===== src/logic/rstcause_consts.svh =====
// constants for the reset cause and part identification block
// assumes: included by bare name from the logic/ files of this block
`ifndef RSTCAUSE_CONSTS_SVH
`define RSTCAUSE_CONSTS_SVH

// ********************************************************************
// register byte offsets (one aligned 32-bit word each)
// ********************************************************************
`define OFS_PART_ID   8'h00
`define OFS_CAUSE     8'h04
`define OFS_IRQ_STAT  8'h08
`define OFS_IRQ_CLR   8'h0C
`define OFS_IRQ_EN    8'h10

// ********************************************************************
// reset cause flag positions
// ********************************************************************
`define BIT_CORE_ONLY 7
`define BIT_CORE_REQ  5
`define BIT_BROWNOUT  4
`define BIT_LOW_VOLT  3
`define BIT_WATCHDOG  2
`define BIT_PIN       1
`define BIT_POWER_ON  0

// ********************************************************************
// reset values and masks
// ********************************************************************
`define CAUSE_LIVE_MASK 8'hBF
`define CAUSE_RST_VAL   8'h01
`define IRQ_RST_VAL     8'h00
`define PART_ID_DFLT    32'h0000_5A3C
`define EVT_CNT         7

`endif


===== src/logic/rstcause_pkg.sv =====
// types shared by the reset cause and part identification block
// assumes: compiled before every other file of the block
package rstcause_pkg;

  // bus slave states, one-hot
  typedef enum logic [1:0] {
    ST_IDLE = 2'b01,
    ST_ACK  = 2'b10
  } bus_st_e;

  // one byte of reset cause or interrupt flags
  typedef logic [7:0] flags_t;

endpackage


===== src/logic/rstcause_evt_if.sv =====
// carrier for reset source event pulses between the two modules
// assumes: one clock domain, pulses last one cycle
`timescale 1ns/1ps
interface rstcause_evt_if;
  logic [6:0] pulse;  // one-cycle event per reset source

  modport src (output pulse);
  modport dst (input  pulse);
endinterface


===== src/logic/reset_cause_and_part_id.sv =====
// top of the reset cause and part identification register block
// assumes: i_nrst is an always-on reset released once at power-up;
// the recorded reset sources do not reset this block
//
// Summary of operation
// - part id word readable in bits 31 to 0
// - part id fixed per variant, unique
// - cause flags remember every reset source since last cleared
// - core-only reset control sets flag bit 7
// - core system reset request sets bit 5
// - brown-out reset sets bit 4, else 0
// - low-voltage reset sets flag bit 3
// - write 1 clears bits 7,5,4; 0 keeps
// - write 1 clears low-voltage flag too
// - watchdog reset sets bit 2, W1C
// - reset pin sets bit 1, W1C
// - power-on or chip reset sets bit 0
//
// The Avalon-MM interface to the registers is this design's own decision.
`timescale 1ns/1ps
`include "rstcause_consts.svh"
module reset_cause_and_part_id
  import rstcause_pkg::*;
#(
  parameter logic [31:0] PART_ID = `PART_ID_DFLT  // arbitrary value
) (
  input  wire logic        i_clk_sys,
  input  wire logic        i_nrst,
  // avalon-mm slave
  input  wire logic [7:0]  i_address,
  input  wire logic        i_read,
  input  wire logic        i_write,
  input  wire logic [3:0]  i_byteenable,
  input  wire logic [31:0] i_writedata,
  output logic [31:0]      o_readdata,
  output logic             o_waitrequest,
  // reset source requests, asynchronous levels
  input  wire logic        i_core_only_rst,
  input  wire logic        i_core_sys_req,
  input  wire logic        i_brownout_rst,
  input  wire logic        i_low_volt_rst,
  input  wire logic        i_watchdog_rst,
  input  wire logic        i_pin_rst,
  input  wire logic        i_power_on_rst,
  input  wire logic        i_chip_rst,
  // interrupt
  output logic             o_irq
);

  // ******************************************************************
  // declarations
  // ******************************************************************
  rstcause_evt_if evt ();        // synchronised event pulses

  bus_st_e  state_r;             // bus slave state
  logic [31:0] rdata_r;          // registered read data
  flags_t   cause_r;             // reset cause flags
  flags_t   cause_nxt;           // next cause flags
  flags_t   cause_clr;           // write-one-to-clear mask
  flags_t   irq_stat_r;          // sticky interrupt status
  flags_t   irq_stat_nxt;        // next interrupt status
  flags_t   irq_clr;             // interrupt clear mask
  flags_t   irq_en_r;            // interrupt enables
  flags_t   evt_set;             // events at flag positions
  logic     irq_r;               // registered interrupt level
  logic     rd_take;             // read sampled this edge
  logic     wr_acc;              // write takes effect this edge
  logic [31:0] rd_nxt;           // read data mux

  // ******************************************************************
  // event mapping
  // ******************************************************************
  // places the event vector on the flag layout, bit 6 stays zero
  function automatic flags_t expand_evt(input logic [6:0] e);
    expand_evt = {e[6], 1'b0, e[5:0]};
  endfunction

  // power-on and chip reset share one flag
  reset_event_sync #(
    .N (`EVT_CNT)
  ) reset_event_sync_inst (
    .i_clk_sys (i_clk_sys),
    .i_nrst    (i_nrst),
    .i_src     ({i_core_only_rst, i_core_sys_req, i_brownout_rst,
                 i_low_volt_rst, i_watchdog_rst, i_pin_rst,
                 i_power_on_rst | i_chip_rst}),
    .evt       (evt.src)
  );

  assign evt_set = expand_evt(evt.pulse);

  // ******************************************************************
  // bus slave
  // ******************************************************************
  // first edge of a request loads read data, second completes it
  assign rd_take = (state_r == ST_IDLE) && i_read;
  assign wr_acc  = (state_r == ST_ACK) && i_write;

  always_ff @(posedge i_clk_sys or negedge i_nrst) begin
    if (!i_nrst) begin
      state_r <= ST_IDLE;
    end else begin
      case (state_r)
        ST_IDLE: begin
          // answer any request one cycle later
          if (i_read || i_write) begin
            state_r <= ST_ACK;
          end
        end
        ST_ACK: begin
          // master samples waitrequest low here
          state_r <= ST_IDLE;
        end
        default: begin
          state_r <= ST_IDLE;
        end
      endcase
    end
  end

  // waitrequest is the idle bit of the one-hot state
  assign o_waitrequest = state_r[0];

  // read data mux, unmapped offsets read zero
  always_comb begin
    rd_nxt = 32'h0000_0000;
    case (i_address)
      `OFS_PART_ID:  rd_nxt = PART_ID;
      `OFS_CAUSE:    rd_nxt = {24'h00_0000, cause_r};
      `OFS_IRQ_STAT: rd_nxt = {24'h00_0000, irq_stat_r};
      `OFS_IRQ_EN:   rd_nxt = {24'h00_0000, irq_en_r};
      default:       rd_nxt = 32'h0000_0000;
    endcase
  end

  // read data captured on the first edge, held through the answer
  always_ff @(posedge i_clk_sys or negedge i_nrst) begin
    if (!i_nrst) begin
      rdata_r <= 32'h0000_0000;
    end else if (rd_take) begin
      rdata_r <= rd_nxt;
    end
  end

  assign o_readdata = rdata_r;

  // ******************************************************************
  // reset cause flags
  // ******************************************************************
  // only byte lane 0 holds flags
  assign cause_clr = (wr_acc && i_address == `OFS_CAUSE &&
                      i_byteenable[0]) ? i_writedata[7:0] : 8'h00;

  // set wins over a clear in the same cycle
  assign cause_nxt = ((cause_r & ~cause_clr) | evt_set)
                     & `CAUSE_LIVE_MASK;

  // the power-up reset is itself a recorded power-on reset
  always_ff @(posedge i_clk_sys or negedge i_nrst) begin
    if (!i_nrst) begin
      cause_r <= `CAUSE_RST_VAL;
    end else begin
      cause_r <= cause_nxt;
    end
  end

  // ******************************************************************
  // interrupt status, clear and enable
  // ******************************************************************
  assign irq_clr = (wr_acc && i_address == `OFS_IRQ_CLR &&
                    i_byteenable[0]) ? i_writedata[7:0] : 8'h00;

  assign irq_stat_nxt = ((irq_stat_r & ~irq_clr) | evt_set)
                        & `CAUSE_LIVE_MASK;

  // sticky event status
  always_ff @(posedge i_clk_sys or negedge i_nrst) begin
    if (!i_nrst) begin
      irq_stat_r <= `IRQ_RST_VAL;
    end else begin
      irq_stat_r <= irq_stat_nxt;
    end
  end

  // enable register, same layout as status
  always_ff @(posedge i_clk_sys or negedge i_nrst) begin
    if (!i_nrst) begin
      irq_en_r <= `IRQ_RST_VAL;
    end else if (wr_acc && i_address == `OFS_IRQ_EN &&
                 i_byteenable[0]) begin
      irq_en_r <= i_writedata[7:0] & `CAUSE_LIVE_MASK;
    end
  end

  // level interrupt, one cycle behind the status
  always_ff @(posedge i_clk_sys or negedge i_nrst) begin
    if (!i_nrst) begin
      irq_r <= 1'b0;
    end else begin
      irq_r <= |(irq_stat_r & irq_en_r);
    end
  end

  assign o_irq = irq_r;
endmodule // reset_cause_and_part_id


===== src/logic/reset_event_sync.sv =====
// synchroniser and edge detector for the reset source inputs
// assumes: sources are asynchronous levels, high while asserted
`timescale 1ns/1ps
`include "rstcause_consts.svh"
module reset_event_sync
  import rstcause_pkg::*;
#(
  parameter int N = `EVT_CNT
) (
  input  wire logic         i_clk_sys,
  input  wire logic         i_nrst,
  input  wire logic [N-1:0] i_src,
  rstcause_evt_if.src       evt
);

  logic [N-1:0] meta_r;  // first stage, read only by the second
  logic [N-1:0] sync_r;  // second stage, safe to use
  logic [N-1:0] prev_r;  // delayed copy for edge detect

  // ******************************************************************
  // two-stage synchroniser plus delay
  // ******************************************************************
  always_ff @(posedge i_clk_sys or negedge i_nrst) begin
    if (!i_nrst) begin
      meta_r <= '0;
      sync_r <= '0;
      prev_r <= '0;
    end else begin
      meta_r <= i_src;
      sync_r <= meta_r;
      prev_r <= sync_r;
    end
  end

  // rising edge of a source becomes a one-cycle pulse
  assign evt.pulse = sync_r & ~prev_r;

endmodule // reset_event_sync


===== config.mk =====
export PLATFORM = sky130hd
export DESIGN_NAME = reset_cause_and_part_id
export DESIGN_NICKNAME = d
export VERILOG_FILES = /design/src/logic/rstcause_pkg.sv /design/src/logic/rstcause_evt_if.sv /design/src/logic/reset_cause_and_part_id.sv /design/src/logic/reset_event_sync.sv
export VERILOG_INCLUDE_DIRS = /design/src /design/src/logic
export SDC_FILE = /design/constraint.sdc
export NUM_CORES = 1
export LEC_CHECK = 0
export ABC_CLOCK_PERIOD_IN_PS = 1700
export BUFFER_PORTS_ARGS = -buffer_cell sky130_fd_sc_hd__buf_2
export CORE_AREA = 2 2 74 76
export DETAILED_ROUTE_END_ITERATION = 8
export DIE_AREA = 0 0 76 78
export PLACE_DENSITY = 0.82
export REMOVE_ABC_BUFFERS = 1
export SLEW_MARGIN = 20
export SYNTH_ARGS = -nofsm -noshare
export SYNTH_HDL_FRONTEND = slang
export SYNTH_HIERARCHICAL = 1
export SYNTH_SLANG_ARGS = --single-unit

===== constraint.sdc =====
create_clock -name i_clk_sys -period 1.7 [get_ports i_clk_sys]
set_clock_uncertainty 0.05 [all_clocks]
set_input_delay 0.425 -clock i_clk_sys [delete_from_list [all_inputs] [get_ports i_clk_sys]]
set_output_delay 0.425 -clock i_clk_sys [all_outputs]
set_load 0.005 [all_outputs]

==> flow_summary_export.csv <==
group,metric,value,unit
floorplanning,rows,26,
pwr,switching_share,0.2642,
status,status,"finished, final reports clean",
pwr,share_comb_of_total_power,0.189,
synth,avgSynthCellArea,12.34,um2
final_layout,final_area,2741,um2
synth,synthCells,191,
sta,setup_violations,0,
sta,hold_violations,0,
sta,fin_crit_sh,0.9145,
synth,synth_edf_count,0,
cts,cts_made_buffers,5,
synth,synthAdderAreaFrac,0.004246,
route,postRouteAntennaNets,0,
place,pre_cts_ws,-245.2,ps
cts,clockBufferDepth,2,
synth,synth_top_cell_by_area,"dfrtp_1",
global_route,overflow,0,
synth,ys_top_cells_by_count,"dfrtp_1, buf_4, nand2_1",
floorplanning,coreArea,5042,um2
synth,synth_top_area_frac,0.5414,
sta,worst_pin_slew,586.4,ps
place,dpl_cell_area,2661,um2
floorplanning,initial_core_util,0.4675,
synth,synth_seq_area_share,0.5637,
place,port_buffers,40,
sta,fin_ws,145.4,ps
place,place.detailed.hpwl,3.152,mm
worst_setup_path,path_max_fanout,7,
pwr,seq_power_share,0.566,
cts,root_buffer,"clkbuf_8",
sta,max_freq,643.3,MHz
synth,synth_ff_type,"dfrtp_1",
worst_setup_path,cp.arrival,1700,ps
pwr,power_density,948.5,nW/um2
sta,setup-tns-final,0,ps
cts,clock_latency,300,ps
synth,synthDistinctLibCells,39,
cts,cts_tree,"built",
route,via_per_inst,4.854,
floorplanning,ioPinCount,90,
floorplanning,fp.dieArea,5928,um2
route,drt_iter0_markers,89,
final_layout,syn_to_final_growth,16.30,%
run,max_cap_violations,0,
synth,synthArstFlopShare,1.000,
sta,finalMaxSlewViolations,0,
cts,htree_num_levels,2,
final_layout,drive_above_1_share,0.3306,
pwr,p_clk_frac,0.245,
pwr,switchingPower,0.0006871,W
final_layout,num-nets-final,302,
synth,synth_area,2357,um2
sta,fin_crit,1555,ps
pwr,p_int,0.001913,W
synth,synth-seq-cells,53,
synth,synthTopCellsByArea,"dfrtp_1, buf_4, a21o_1",
worst_setup_path,start_kind,"flop",
global_route,grt_use_total,0.1497,
synth,synth-simple-area-share,0.1863,
global_route,grt_max_degree,54,
global_route,first_global_vias,1504,
synth,yosysMostFrequentCell,"dfrtp_1",
route,wire_per_inst,13.12,um
floorplanning,die-width,76,um
worst_setup_path,end_kind,"flop",
min_path,hold_class,"primary input to asynchronous set/reset pin",
cts,clkSlewWorstSetupHoldPaths,90,ps
synth,synth_top_family_by_area,"simple AND/OR/NAND/NOR gates",
synth,synth_mux_area_frac,0.03344,
synth,synth_compound_area_frac,0.1210,
cts,hold_buffers,0,
worst_setup_path,worstSetupPathType,"flop to flop",
worst_setup_path,cp.required,1840,ps
cts,cts_sinks,53,
pwr,power_leakage,1.257,nW
sta,rsz0062_at_grt,"no",
final_layout,antenna-diode-count,0,
floorplanning,die_h,78,um
synth,synth_xor_area_frac,0,
synth,yosys_warnings,6,
global_route,grt_antenna_before_repair,0,
global_route,grt_pass1_wl,6.955,mm
sta,maxSlewHeadroom,0.6055,
route,wirelength,4.132,mm
route,drtPass1Iterations,5,
pwr,max-vdd-ir-drop,486.1,uV
route,drt_drc_violations_left,0,
route,via_count,1529,
place,routabilityCongestion,0.8597,
## worst paths after layout
| kind | start | endpoint | slack [ps] | cells past startpoint |
|---|---|---|---|---|
| setup / recovery | state_r[0]$_DFFE_PN1P_ | cause_r[2]$_DFF_PN0_ | 150 | 6 |
| hold / removal | i_nrst | reset_event_sync_inst/meta_r[2]$_DFF_PN0_ | 50 | 2 |
| setup reg to reg | state_r[0]$_DFFE_PN1P_ | cause_r[2]$_DFF_PN0_ | 150 | 6 |
| hold reg to reg | reset_event_sync_inst/meta_r[4]$_DFF_PN0_ | reset_event_sync_inst/sync_r[4]$_DFF_PN0_ | 300 | 0 |
| max in group asynchronous | i_nrst | state_r[0]$_DFFE_PN1P_ | 1260 | 2 |
| min in group i_clk_sys | i_core_sys_req | reset_event_sync_inst/meta_r[5]$_DFF_PN0_ | 180 | 1 |
## power by group through the flow
stage,Combinational (W),Sequential [W],Clock [W]
after floorplan,0.000231,0.00151,0
after detailed placement,0.000494,0.00150,0
after global routing,0.000554,0.00149,0.000711
final,0.000492,0.00147,0.000636
after CTS,0.000497,0.00147,0.000675
after global placement,0.000480,0.00149,0
## cell type report
class | count | area, um2
Clock buffer | 5 | 68.82
Timing Repair Buffer | 56 | 345.3
Inverter | 2 | 7.507
Multi-Input combinational cell | 128 | 898.4
Sequential cell | 53 | 1329
Tap cell | 70 | 87.58
Fill cell | 436 | 2301
Clock inverter | 1 | 5.005
## layout by cell type (no fill, tap or decap), types with 2 or more instances in the layout
| cell type | synthesis | final |
|---|---|---|
| dfrtp_1 | 51 | 51 |
| buf_2 | 1 | 40 |
| conb_1 | 1 | 21 |
| nand2_1 | 16 | 16 |
| a21o_1 | 14 | 14 |
| nor2_1 | 14 | 14 |
| buf_4 | 24 | 14 |
| mux2_1 | 7 | 7 |
| a22o_1 | 7 | 7 |
| nor2b_4 | 7 | 7 |
| clkbuf_8 | 0 | 5 |
| nand2b_1 | 4 | 4 |
| a221oi_1 | 4 | 4 |
| nor4_4 | 3 | 3 |
| nor2b_1 | 3 | 3 |
| or2_2 | 2 | 2 |
| a22oi_1 | 2 | 2 |
| inv_1 | 2 | 2 |
| nor3_1 | 2 | 2 |
| a32oi_1 | 2 | 2 |
| a211oi_1 | 2 | 2 |
| nand3b_1 | 2 | 2 |
| a21oi_1 | 2 | 2 |
| dfstp_2 | 2 | 2 |
| buf_12 | 0 | 2 |
## sequential cells by signal (all words and copies together), names as in the netlist
register	cells
irq_en_r	7
o_irq	1
reset_event_sync_inst/prev_r	7
reset_event_sync_inst/sync_r	7
o_readdata	8
irq_stat_r	7
reset_event_sync_inst/meta_r	7
cause_r	7
state_r	2
## critical path: stages (launching register included)
cell	delay, ps
dfstp_2	380
nand4b_1	160
buf_4	170
nor4_4	250
buf_4	190
nand2_1	70
a21o_1	170
## repair_timing
action / CTS / global route
setup buffers: 0 / 0
setup endpoints to repair: 0 / 1
resized for setup: 0 / 2
## layer usage
| metal | up-vias | track usage | routed length [um] |
|---|---|---|---|
| met4 | 0 | 0.07273 | 57 |
| met2 | 60 | 0.2482 | 1998 |
| met3 | 6 | 0.04186 | 298 |
| met5 | - | 0 | 0 |
| li1 | 725 | - | - |
| met1 | 738 | 0.1812 | 1778 |
## cells by family (layout without fill, tap and decap cells)
| kind of cell | count (synthesis) | after routing |
|---|---|---|
| compound gates | 36 | 36 |
| fa+ha+maj | 1 | 1 |
| buf+inv | 30 | 64 |
| flops | 53 | 53 |
| mux | 7 | 7 |
| other cells | 1 | 21 |
| simple gates | 63 | 63 |
## per-stage QoR
stage	hold slack, ps	utilization	instances	total power [W]
after CTS	55.91	0.5424	315	0.002646
after floorplan	79.41	-	183	0.001738
after global placement	281.0	0.5278	309	0.001970
after global routing	64.05	0.5437	315	0.002757
after detailed placement	284.7	0.5278	309	0.001994
final	50.47	0.5437	315	0.002600
Power figures use the tool's default switching activity.
